$ cat config.mk
export PLATFORM = sky130hd
export DESIGN_NAME = sse_status_top
export DESIGN_NICKNAME = d
export VERILOG_FILES = /design/src/core/sse_pkg.sv /design/src/core/sse_status_top.sv /design/src/core/sse_sync3.sv /design/src/core/sse_rx_hold.sv
export VERILOG_INCLUDE_DIRS = /design/src /design/src/core
export SDC_FILE = /design/constraint.sdc
export NUM_CORES = 1
export LEC_CHECK = 0
export ABC_AREA = 1
export BUFFER_PORTS_ARGS = -buffer_cell sky130_fd_sc_hd__clkbuf_2
export CAP_MARGIN = 15
export CORE_UTILIZATION = 49
export CTS_CLUSTER_SIZE = 28
export DETAILED_ROUTE_END_ITERATION = 10
export HOLD_SLACK_MARGIN = 0.06
export PLACE_DENSITY = 0.8
export SYNTH_ARGS = -nofsm -noshare
export SYNTH_HDL_FRONTEND = slang
export SYNTH_SLANG_ARGS = --single-unit
$ cat constraint.sdc
create_clock -name clk_sys_i -period 1.15 [get_ports clk_sys_i]
set_clock_uncertainty 0.05 [all_clocks]
set_input_delay 0.1725 -clock clk_sys_i [delete_from_list [all_inputs] [get_ports clk_sys_i]]
set_output_delay 0.1725 -clock clk_sys_i [all_outputs]
set_load 0.05 [all_outputs]
$ cat src/core/sse_defs.svh
// Offsets, bit positions and reset values for the serial status emulation block
// What this block does
// - Line status framing error bit 3 always reads zero.
// - Line status overrun bit 1 always reads zero; bytes never flagged overrun.
// - Line status parity bit 2 sets while the instrument service request is asserted.
// - Service request disable switch forces parity bit to zero.
// - Reading line status clears the parity bit unless the service request is still asserted.
// - Data ready bit 0 sets once a byte sits in the receive buffer.
// - Reading the receive buffer clears data ready unless a byte is stored in the same cycle.
// - Modem status at offset 6 is read-only; writes change nothing.
// - Carrier detect bit 7 of modem status always reads zero.
// - Ring indicator bit 6 of modem status always reads zero.
// - Data set ready bit 5 of modem status always reads one.
// - Clear-to-send bit 4 equals terminal ready AND request to send.
// - Clear-to-send delta bit 0 equals the same AND, not a change flag.
// - Carrier detect delta bit 3 always reads zero.
// - Ring trailing edge bit 2 always reads zero.
// - Data set ready delta bit 1 always reads zero.
// - Modem control bit 1 is request to send, bit 0 terminal ready.
// - Line status register is read-only; writes change nothing.
// - Byte accepted from the instrument is stored and sets data ready.
`ifndef SSE_DEFS_SVH
`define SSE_DEFS_SVH

`define SSE_OFS_RX_DATA 3'h0
`define SSE_OFS_MODEM_CTRL 3'h4
`define SSE_OFS_LINE_TRANSFER_STATUS 3'h5
`define SSE_OFS_MODEM_LINE_STATUS 3'h6

`define SSE_LTS_READY_BIT 0
`define SSE_LTS_OVERRUN_BIT 1
`define SSE_LTS_PARITY_BIT 2
`define SSE_LTS_FRAMING_BIT 3
`define SSE_LTS_BREAK_BIT 4
`define SSE_LTS_THR_EMPTY_BIT 5
`define SSE_LTS_TX_EMPTY_BIT 6

`define SSE_MLS_CTS_DELTA_BIT 0
`define SSE_MLS_DSR_DELTA_BIT 1
`define SSE_MLS_RING_EDGE_BIT 2
`define SSE_MLS_CARRIER_DELTA_BIT 3
`define SSE_MLS_CTS_BIT 4
`define SSE_MLS_DSR_BIT 5
`define SSE_MLS_RING_BIT 6
`define SSE_MLS_CARRIER_BIT 7

`define SSE_MCTRL_TERM_READY_BIT 0
`define SSE_MCTRL_REQ_SEND_BIT 1
`define SSE_MCTRL_WIDTH 5
`define SSE_MCTRL_RESET 5'h00
`define SSE_BYTE_RESET 8'h00

`endif

$ cat src/core/sse_pkg.sv
// Shared types for the serial status emulation block
package sse_pkg;
    typedef logic [2:0] sse_addr_t;
    typedef logic [7:0] sse_byte_t;
    typedef logic [4:0] sse_mctrl_t;
endpackage

$ cat src/core/sse_status_top.sv
// Line and modem status emulation behind the host I/O register port
`timescale 1ns/1ps
`include "sse_defs.svh"
module sse_status_top (
    input wire logic clk_sys_i,
    input wire logic rst_n_i,
    input wire sse_pkg::sse_addr_t io_addr_i,
    input wire logic io_rd_i,
    input wire logic io_wr_i,
    input wire sse_pkg::sse_byte_t io_wdata_i,
    output sse_pkg::sse_byte_t io_rdata_o,
    output logic io_rvalid_o,
    input wire logic gpib_srq_n_i,
    input wire logic srq_feature_off_i,
    input wire logic tx_holding_empty_i,
    input wire logic rx_store_i,
    input wire sse_pkg::sse_byte_t rx_byte_i,
    output logic receive_byte_ready_o,
    output logic clear_to_send_o,
    output sse_pkg::sse_mctrl_t modem_ctrl_o
);
    logic srq_n_lvl;
    logic srq_off_lvl;
    logic srq_active;
    logic rx_ready;
    sse_pkg::sse_byte_t rx_data;

    logic rd_rx;
    logic rd_lts;
    logic rd_mls;
    logic wr_mctrl;

    logic parity_error_flag_r;
    logic parity_error_flag_nxt;
    sse_pkg::sse_mctrl_t mctrl_r;
    sse_pkg::sse_mctrl_t mctrl_nxt;
    sse_pkg::sse_byte_t rdata_r;
    sse_pkg::sse_byte_t rdata_nxt;
    logic rvalid_r;
    logic rvalid_nxt;

    logic cts_and;
    sse_pkg::sse_byte_t lts_view;
    sse_pkg::sse_byte_t mls_view;

    function automatic logic hit(input sse_pkg::sse_addr_t a, input sse_pkg::sse_addr_t ofs);
        hit = (a == ofs);
    endfunction

    // Pins from the instrument side and the board switch cross in here
    sse_sync3 #(
        .RST_VAL(1'h1)
    ) u_srq_sync (
        .clk_sys_i(clk_sys_i),
        .rst_n_i(rst_n_i),
        .async_i(gpib_srq_n_i),
        .level_o(srq_n_lvl)
    );

    sse_sync3 #(
        .RST_VAL(1'h0)
    ) u_off_sync (
        .clk_sys_i(clk_sys_i),
        .rst_n_i(rst_n_i),
        .async_i(srq_feature_off_i),
        .level_o(srq_off_lvl)
    );

    assign rd_rx = io_rd_i & hit(io_addr_i, `SSE_OFS_RX_DATA);
    assign rd_lts = io_rd_i & hit(io_addr_i, `SSE_OFS_LINE_TRANSFER_STATUS);
    assign rd_mls = io_rd_i & hit(io_addr_i, `SSE_OFS_MODEM_LINE_STATUS);
    // Only modem control takes writes; status offsets drop them
    assign wr_mctrl = io_wr_i & hit(io_addr_i, `SSE_OFS_MODEM_CTRL);

    sse_rx_hold u_rx_hold (
        .clk_sys_i(clk_sys_i),
        .rst_n_i(rst_n_i),
        .store_i(rx_store_i),
        .byte_i(rx_byte_i),
        .take_i(rd_rx),
        .byte_o(rx_data),
        .ready_o(rx_ready)
    );

    assign srq_active = ~srq_n_lvl;
    assign cts_and = mctrl_r[`SSE_MCTRL_TERM_READY_BIT] & mctrl_r[`SSE_MCTRL_REQ_SEND_BIT];

    always_comb begin
        // Set beats the clearing read, so a held request keeps the flag set through the read
        parity_error_flag_nxt = srq_active | (parity_error_flag_r & ~rd_lts);
        if (srq_off_lvl) begin
            parity_error_flag_nxt = 1'h0;
        end
    end

    always_ff @(posedge clk_sys_i or negedge rst_n_i) begin
        if (!rst_n_i) begin
            parity_error_flag_r <= 1'h0;
        end else begin
            parity_error_flag_r <= parity_error_flag_nxt;
        end
    end

    always_comb begin
        mctrl_nxt = mctrl_r;
        if (wr_mctrl) begin
            mctrl_nxt = io_wdata_i[`SSE_MCTRL_WIDTH-1:0];
        end
    end

    always_ff @(posedge clk_sys_i or negedge rst_n_i) begin
        if (!rst_n_i) begin
            mctrl_r <= `SSE_MCTRL_RESET;
        end else begin
            mctrl_r <= mctrl_nxt;
        end
    end

    always_comb begin
        lts_view = 8'h00;
        lts_view[`SSE_LTS_READY_BIT] = rx_ready;
        lts_view[`SSE_LTS_OVERRUN_BIT] = 1'h0;
        // Switch gates the read view too, covering the cycle before the flag register clears
        lts_view[`SSE_LTS_PARITY_BIT] = parity_error_flag_r & ~srq_off_lvl;
        lts_view[`SSE_LTS_FRAMING_BIT] = 1'h0;
        lts_view[`SSE_LTS_BREAK_BIT] = 1'h0;
        // No shift stage on this board, so both empty bits track the holding register
        lts_view[`SSE_LTS_THR_EMPTY_BIT] = tx_holding_empty_i;
        lts_view[`SSE_LTS_TX_EMPTY_BIT] = tx_holding_empty_i;
    end

    always_comb begin
        mls_view = 8'h00;
        mls_view[`SSE_MLS_CTS_DELTA_BIT] = cts_and;
        mls_view[`SSE_MLS_DSR_DELTA_BIT] = 1'h0;
        mls_view[`SSE_MLS_RING_EDGE_BIT] = 1'h0;
        mls_view[`SSE_MLS_CARRIER_DELTA_BIT] = 1'h0;
        mls_view[`SSE_MLS_CTS_BIT] = cts_and;
        mls_view[`SSE_MLS_DSR_BIT] = 1'h1;
        mls_view[`SSE_MLS_RING_BIT] = 1'h0;
        mls_view[`SSE_MLS_CARRIER_BIT] = 1'h0;
    end

    always_comb begin
        rdata_nxt = rdata_r;
        rvalid_nxt = io_rd_i;
        if (io_rd_i) begin
            // Unlisted offsets read as zero
            rdata_nxt = 8'h00;
            if (hit(io_addr_i, `SSE_OFS_RX_DATA)) begin
                rdata_nxt = rx_data;
            end else if (hit(io_addr_i, `SSE_OFS_MODEM_CTRL)) begin
                rdata_nxt = {3'h0, mctrl_r};
            end else if (hit(io_addr_i, `SSE_OFS_LINE_TRANSFER_STATUS)) begin
                rdata_nxt = lts_view;
            end else if (hit(io_addr_i, `SSE_OFS_MODEM_LINE_STATUS)) begin
                rdata_nxt = mls_view;
            end
        end
    end

    always_ff @(posedge clk_sys_i or negedge rst_n_i) begin
        if (!rst_n_i) begin
            rdata_r <= 8'h00;
            rvalid_r <= 1'h0;
        end else begin
            rdata_r <= rdata_nxt;
            rvalid_r <= rvalid_nxt;
        end
    end

    assign io_rdata_o = rdata_r;
    assign io_rvalid_o = rvalid_r;
    assign receive_byte_ready_o = rx_ready;
    assign clear_to_send_o = cts_and;
    assign modem_ctrl_o = mctrl_r;
endmodule

$ cat src/core/sse_sync3.sv
// Three-stage synchroniser with agreement filter for pin inputs
`timescale 1ns/1ps
module sse_sync3 #(
    parameter logic RST_VAL = 1'h0
) (
    input wire logic clk_sys_i,
    input wire logic rst_n_i,
    input wire logic async_i,
    output logic level_o
);
    logic s1_r;
    logic s2_r;
    logic s3_r;
    logic level_r;
    logic level_nxt;

    // Stage one feeds only stage two; the filter looks at stages two and three
    always_comb begin
        level_nxt = level_r;
        if (s2_r == s3_r) begin
            level_nxt = s2_r;
        end
    end

    always_ff @(posedge clk_sys_i or negedge rst_n_i) begin
        if (!rst_n_i) begin
            s1_r <= RST_VAL;
            s2_r <= RST_VAL;
            s3_r <= RST_VAL;
            level_r <= RST_VAL;
        end else begin
            s1_r <= async_i;
            s2_r <= s1_r;
            s3_r <= s2_r;
            level_r <= level_nxt;
        end
    end

    assign level_o = level_r;
endmodule

$ cat src/core/sse_rx_hold.sv
// Receive buffer byte and its ready flag
`timescale 1ns/1ps
`include "sse_defs.svh"
module sse_rx_hold (
    input wire logic clk_sys_i,
    input wire logic rst_n_i,
    input wire logic store_i,
    input wire sse_pkg::sse_byte_t byte_i,
    input wire logic take_i,
    output sse_pkg::sse_byte_t byte_o,
    output logic ready_o
);
    sse_pkg::sse_byte_t data_r;
    sse_pkg::sse_byte_t data_nxt;
    logic ready_r;
    logic ready_nxt;

    always_comb begin
        data_nxt = data_r;
        if (store_i) begin
            data_nxt = byte_i;
        end
        // Store beats take so a byte landing during a read is still reported
        ready_nxt = store_i | (ready_r & ~take_i);
    end

    always_ff @(posedge clk_sys_i or negedge rst_n_i) begin
        if (!rst_n_i) begin
            data_r <= `SSE_BYTE_RESET;
            ready_r <= 1'h0;
        end else begin
            data_r <= data_nxt;
            ready_r <= ready_nxt;
        end
    end

    assign byte_o = data_r;
    assign ready_o = ready_r;
endmodule

==> impl_metrics.env, run 1 <==
export IMPL_power_density_nw_per_um2=1490
export IMPL_setup_violations=3
export IMPL_status="finished with violations"
export IMPL_cts_buffers=5
export IMPL_syn_num_nets=165
export IMPL_path_clk_slew_ps=100
export IMPL_reg2reg_to="io_rdata_o[1]"
export IMPL_vias=1291
export IMPL_register_area_um2=808
export IMPL_synthToLayoutAreaGrowth_pct=61.2
export IMPL_final_cell_mix="nand2_1, dfrtp_1, clkbuf_2"
export IMPL_crit_arrival_ps=1100
export IMPL_multi_input_area_um2=437
export IMPL_final_cell_area_um2=2130
export IMPL_drt_initial_drc_count=56
export IMPL_grt_usage_pct=28.5
export IMPL_first_pass_iters=6
export IMPL_violations="negative setup slack"
export IMPL_io_pins=43
export IMPL_fin_crit_sh_pct=115
export IMPL_p_total_uw=3170
export IMPL_n_antenna_cell=0
export IMPL_final_setup_worst_slack_ps=-170
export IMPL_hold_path_class="primary input to flip-flop"
export IMPL_fillers=117
export IMPL_start_kind="flip-flop"
export IMPL_drive_gt1_share_pct=37.2
export IMPL_wl_per_cell_um=14.7
export IMPL_ys_types=20
export IMPL_ys_warn_count=0
export IMPL_fmax_ghz=0.758
export IMPL_clk_insertion_delay_late_ps=330
export IMPL_start_util_pct=52.8
export IMPL_overflow=0
export IMPL_synth_seq_cells=32
export IMPL_critPathCaptureType="output port"
export IMPL_die_area_um2=2900
export IMPL_setup_tns_ps=-394
export IMPL_path_class="flip-flop to output port"
export IMPL_grt_max_degree=33
export IMPL_p_leak_uw=0.00109
export IMPL_gp_congestion=0.841
export IMPL_whs_endpoint="u_rx_hold.ready_o"
export IMPL_r2r_cells=5
export IMPL_first_global_vias=1234
export IMPL_syn_mean_instance_area_um2=9.56
export IMPL_tightest_slew_ps=281
export IMPL_rr_startpoint="modem_ctrl_o[1]"
export IMPL_wirelength_um=3590
export IMPL_ant_nets=0
export IMPL_htreeDepth=2
export IMPL_antenna_found_initial=0
export IMPL_drv_cap=0
export IMPL_slew_headroom_pct=81.2
export IMPL_period_minus_slack_ps=1320
export IMPL_rsz0062_at_grt="yes"
export IMPL_cts_tree="built"
export IMPL_reg2reg_slack_ps=20
export IMPL_netlist_instances=138
export IMPL_cts_max_path_buffers=2
export IMPL_critPathRequiredTime_ps=930
export IMPL_vias_per_cell=5.27
export IMPL_port_buffers=39
export IMPL_layout_commonest_cell="nand2_1"
export IMPL_syn_cell_area_um2=1320
export IMPL_ir_drop_mv=1.47
export IMPL_finalMaxSlewViolations=0
export IMPL_root_buffer="clkbuf_4"
export IMPL_clock_sinks=32
export IMPL_finalHoldViolCount=0
export IMPL_grt_pass1_wl_um=5520
export IMPL_place_hpwl_um=1900
export IMPL_core_um2=2500
export IMPL_postPlaceCellArea_um2=1570
export IMPL_die_h_um=53.9
export IMPL_dieWidth_um=53.9
export IMPL_hold_depth=2
export IMPL_layout_nets=241
export IMPL_synth_seq_area_share_pct=61.1
export IMPL_crit_fanout=2
export IMPL_placementRows=18
export IMPL_remaining_drc_errors=0
export IMPL_min_delay_start="rx_store_i"
## worst max-delay path: stages (launching register included)
cell,delay [ps]
dfrtp_2,430
nand2_2,100
clkinvlp_4,90
buf_8,150
## layer usage
metal / track usage [%] / vias to the layer above / wire [um]
li1: - / 598 / -
met1: 32.9 / 610 / 1360
met2: 47.7 / 70 / 1900
met3: 8.47 / 13 / 251
met4: 14.0 / 0 / 70
met5: 0 / - / 0
## area by class of cell
cell class / instances / area share (%)
timing repair buffer: 72 / 31.9
tap: 30 / 1.77
sequential: 32 / 38.0
inverter: 17 / 3.30
multi-input combinational: 86 / 20.5
clock inverter: 1 / 1.41
clock buffer: 7 / 3.06
## repair_timing
item	in CTS	in global routing
endpoints found under the setup margin	16	24
hold buffers	17	0
gates resized for setup	35	20
buffers inserted	12	2
pin swaps	0	1
hold endpoints to repair	48	0
## cells in the mapped netlist
library cell / n / area share [%]
nand3_2: 1 / 0.76
inv_2: 2 / 0.57
dfstp_2: 4 / 8.0
maj3_1: 2 / 1.5
inv_1: 14 / 4.0
mux2_2: 1 / 0.85
nand4_1: 3 / 1.4
dfrtp_1: 28 / 53
nor2_4: 1 / 0.85
nand2_4: 2 / 1.7
buf_2: 2 / 0.76
o21ai_1: 4 / 1.5
nor2_1: 5 / 1.4
inv_4: 1 / 0.47
a21o_1: 1 / 0.57
nand2_1: 39 / 11
nand3_1: 16 / 6.1
o211ai_1: 3 / 1.7
buf_4: 1 / 0.57
o21ai_0: 8 / 3.0
## how the worst max path moves through the flow
stage | slack, ps | cells after the start | startpoint | endpoint
final | -170 | 3 | modem_ctrl_o[1] | clear_to_send_o
after detailed placement | 80 | 3 | modem_ctrl_o[0] | clear_to_send_o
after global placement | 80 | 3 | modem_ctrl_o[0] | clear_to_send_o
after global routing | -220 | 3 | modem_ctrl_o[1] | clear_to_send_o
after CTS | -180 | 3 | modem_ctrl_o[0] | clear_to_send_o
after floorplan | 6 | 2 | modem_ctrl_o[0] | clear_to_send_o
## per-stage QoR
| step | std cells | hold slack [ps] | setup slack (ps) | util (%) |
|---|---|---|---|---|
| global placement | 206 | 86.6 | 77.0 | 62.7 |
| finish | 245 | 75.5 | -170 | 85.0 |
| floorplan | 138 | -173 | 5.91 | - |
| global route | 245 | 70.4 | -217 | 85.0 |
| CTS | 243 | 60.4 | -177 | 83.2 |
| detailed placement | 206 | 91.9 | 79.3 | 62.7 |
## cells by family after synthesis
group,synth area share (%)
flip-flops,61.1
AO/OA/AOI/OAI,6.83
adder cells (fa/ha/maj),1.52
multiplexers,0.854
AND/OR/NAND/NOR,23.3
buffers and inverters,6.36
## power breakdown
part | switching [uW] | internal [uW] | total [uW] | leakage (uW)
registers | 77.2 | 1240 | 1320 | 0.000386
logic | 485 | 405 | 890 | 0.000650
clock network | 382 | 577 | 958 | 0.0000515
Power figures use the tool's default switching activity.
==> run 2, diff against run 1 <==
CORE_UTILIZATION = 40   (was 49)
PLACE_DENSITY = 0.67   (was 0.8)
==> impl_metrics.env, run 2 (synthesis results as in run 1) <==
export IMPL_port_buffers=39
export IMPL_place_hpwl_um=1970
export IMPL_start_util_pct=42.5
export IMPL_fin_crit_sh_pct=113
export IMPL_vias=1194
export IMPL_violations="negative setup slack"
export IMPL_die_area_um2=3530
export IMPL_cts_buffers=5
export IMPL_postPlaceCellArea_um2=1590
export IMPL_drive_gt1_share_pct=34.9
export IMPL_wl_per_cell_um=11.7
export IMPL_crit_fanout=2
export IMPL_crit_chain="nand2_4 > clkinvlp_4 > buf_8"
export IMPL_tightest_slew_ps=360
export IMPL_ant_nets=0
export IMPL_period_minus_slack_ps=1300
export IMPL_critPathCaptureType="output port"
export IMPL_overflow=0
export IMPL_finalHoldViolCount=0
export IMPL_die_h_um=59.4
export IMPL_remaining_drc_errors=0
export IMPL_cts_max_path_buffers=2
export IMPL_wirelength_um=3010
export IMPL_status="finished with violations"
export IMPL_ir_drop_mv=0.755
export IMPL_drv_cap=0
export IMPL_rsz0062_at_grt="yes"
export IMPL_max_stage_delay_ps=440
export IMPL_p_leak_uw=0.00105
export IMPL_r2r_cells=5
export IMPL_grt_pass1_wl_um=5140
export IMPL_root_buffer="clkbuf_4"
export IMPL_setup_tns_ps=-395
export IMPL_antenna_found_initial=0
export IMPL_final_cell_area_um2=2060
export IMPL_grt_max_degree=21
export IMPL_finalMaxSlewViolations=0
export IMPL_first_pass_iters=4
export IMPL_synthToLayoutAreaGrowth_pct=56.3
export IMPL_io_pins=43
export IMPL_first_global_vias=1213
export IMPL_dieWidth_um=59.4
export IMPL_placementRows=20
export IMPL_layout_nets=238
export IMPL_drt_initial_drc_count=24
export IMPL_clock_sinks=32
export IMPL_start_kind="flip-flop"
export IMPL_final_setup_worst_slack_ps=-152
export IMPL_slew_headroom_pct=76.0
export IMPL_cts_tree="built"
export IMPL_core_um2=3100
export IMPL_n_antenna_cell=0
export IMPL_critPathRequiredTime_ps=930
export IMPL_hold_depth=1
export IMPL_setup_violations=3
export IMPL_crit_arrival_ps=1080
export IMPL_clk_insertion_delay_late_ps=330
export IMPL_path_clk_slew_ps=100
export IMPL_vias_per_cell=4.66
export IMPL_crit_slowest_cell="dfrtp_2"
export IMPL_layout_commonest_cell="nand2_1"
export IMPL_gp_congestion=0.810
export IMPL_fmax_ghz=0.768
export IMPL_htreeDepth=2
export IMPL_hold_path_class="primary input to flip-flop"
export IMPL_final_cell_mix="nand2_1, dfrtp_1, clkbuf_2"
export IMPL_path_class="flip-flop to output port"
export IMPL_grt_usage_pct=20.5
export IMPL_power_density_nw_per_um2=1360
run 2: cell count changes in the layout (fill, tap and decap cells not counted), sizes merged:
| cell | delta |
|---|---|
| buf | -2 |
| bufinv | -1 |
run 2: layout make-up:
| cell class | count | area [um2] |
|---|---|---|
| Clock buffer | 8 | 58.8 |
| Fill cell | 260 | 1040 |
| Inverter | 17 | 70.1 |
| Multi-Input combinational cell | 86 | 437 |
| Sequential cell | 32 | 808 |
| Tap cell | 44 | 55.1 |
| Timing Repair Buffer | 69 | 632 |
run 2: worst paths after layout:
kind / start / endpoint / slack [ps]
setup reg to reg: modem_ctrl_o[2] / io_rdata_o[2] / 100
setup / recovery: modem_ctrl_o[0] / clear_to_send_o / -150
hold / removal: io_rd_i / io_rvalid_o / 70
min in group asynchronous: rst_n_i / io_rdata_o[4] / 220
hold reg to reg: u_off_sync.s1_r / u_off_sync.s2_r / 310
max in group asynchronous: rst_n_i / u_srq_sync.s2_r / 320
run 2: worst max-delay path, delay by kind of cell, from the launching register on:
family | cells | cell delay (ps)
buffers and inverters | 2 | 230
and+or+nand+nor | 1 | 90
DFF | 1 | 440
run 2: timing repair:
action	in CTS	in global routing
pin swaps	0	0
endpoints found under the setup margin	16	16
resized for setup	32	19
hold buffers	17	0
setup buffers	5	5
hold endpoints to repair	43	0
run 2: metal layers:
metal  wire, um  up-vias  track usage, %
met3        122        9            4.80
li1           -      594               -
met1       1310      556            24.3
met5          0        -               0
met4         88        0            12.6
met2       1490       35            33.4
run 2: power breakdown:
| part | internal (uW) | switching [uW] |
|---|---|---|
| sequential | 1240 | 73.9 |
| combinational | 373 | 453 |
| clock | 301 | 353 |
run 2: stage by stage:
| stage | total power [uW] | cells | utilization (%) | setup slack (ps) | hold slack [ps] |
|---|---|---|---|---|---|
| floorplan | 1690 | 138 | - | 5.91 | -173 |
| global placement | 1870 | 221 | 51.3 | 78.9 | 43.8 |
| detailed placement | 1890 | 221 | 51.3 | 67.4 | 46.2 |
| CTS | 2730 | 251 | 64.3 | -173 | 60.5 |
| global route | 2950 | 256 | 66.4 | -195 | 74.1 |
| finish | 2800 | 256 | 66.4 | -152 | 71.3 |
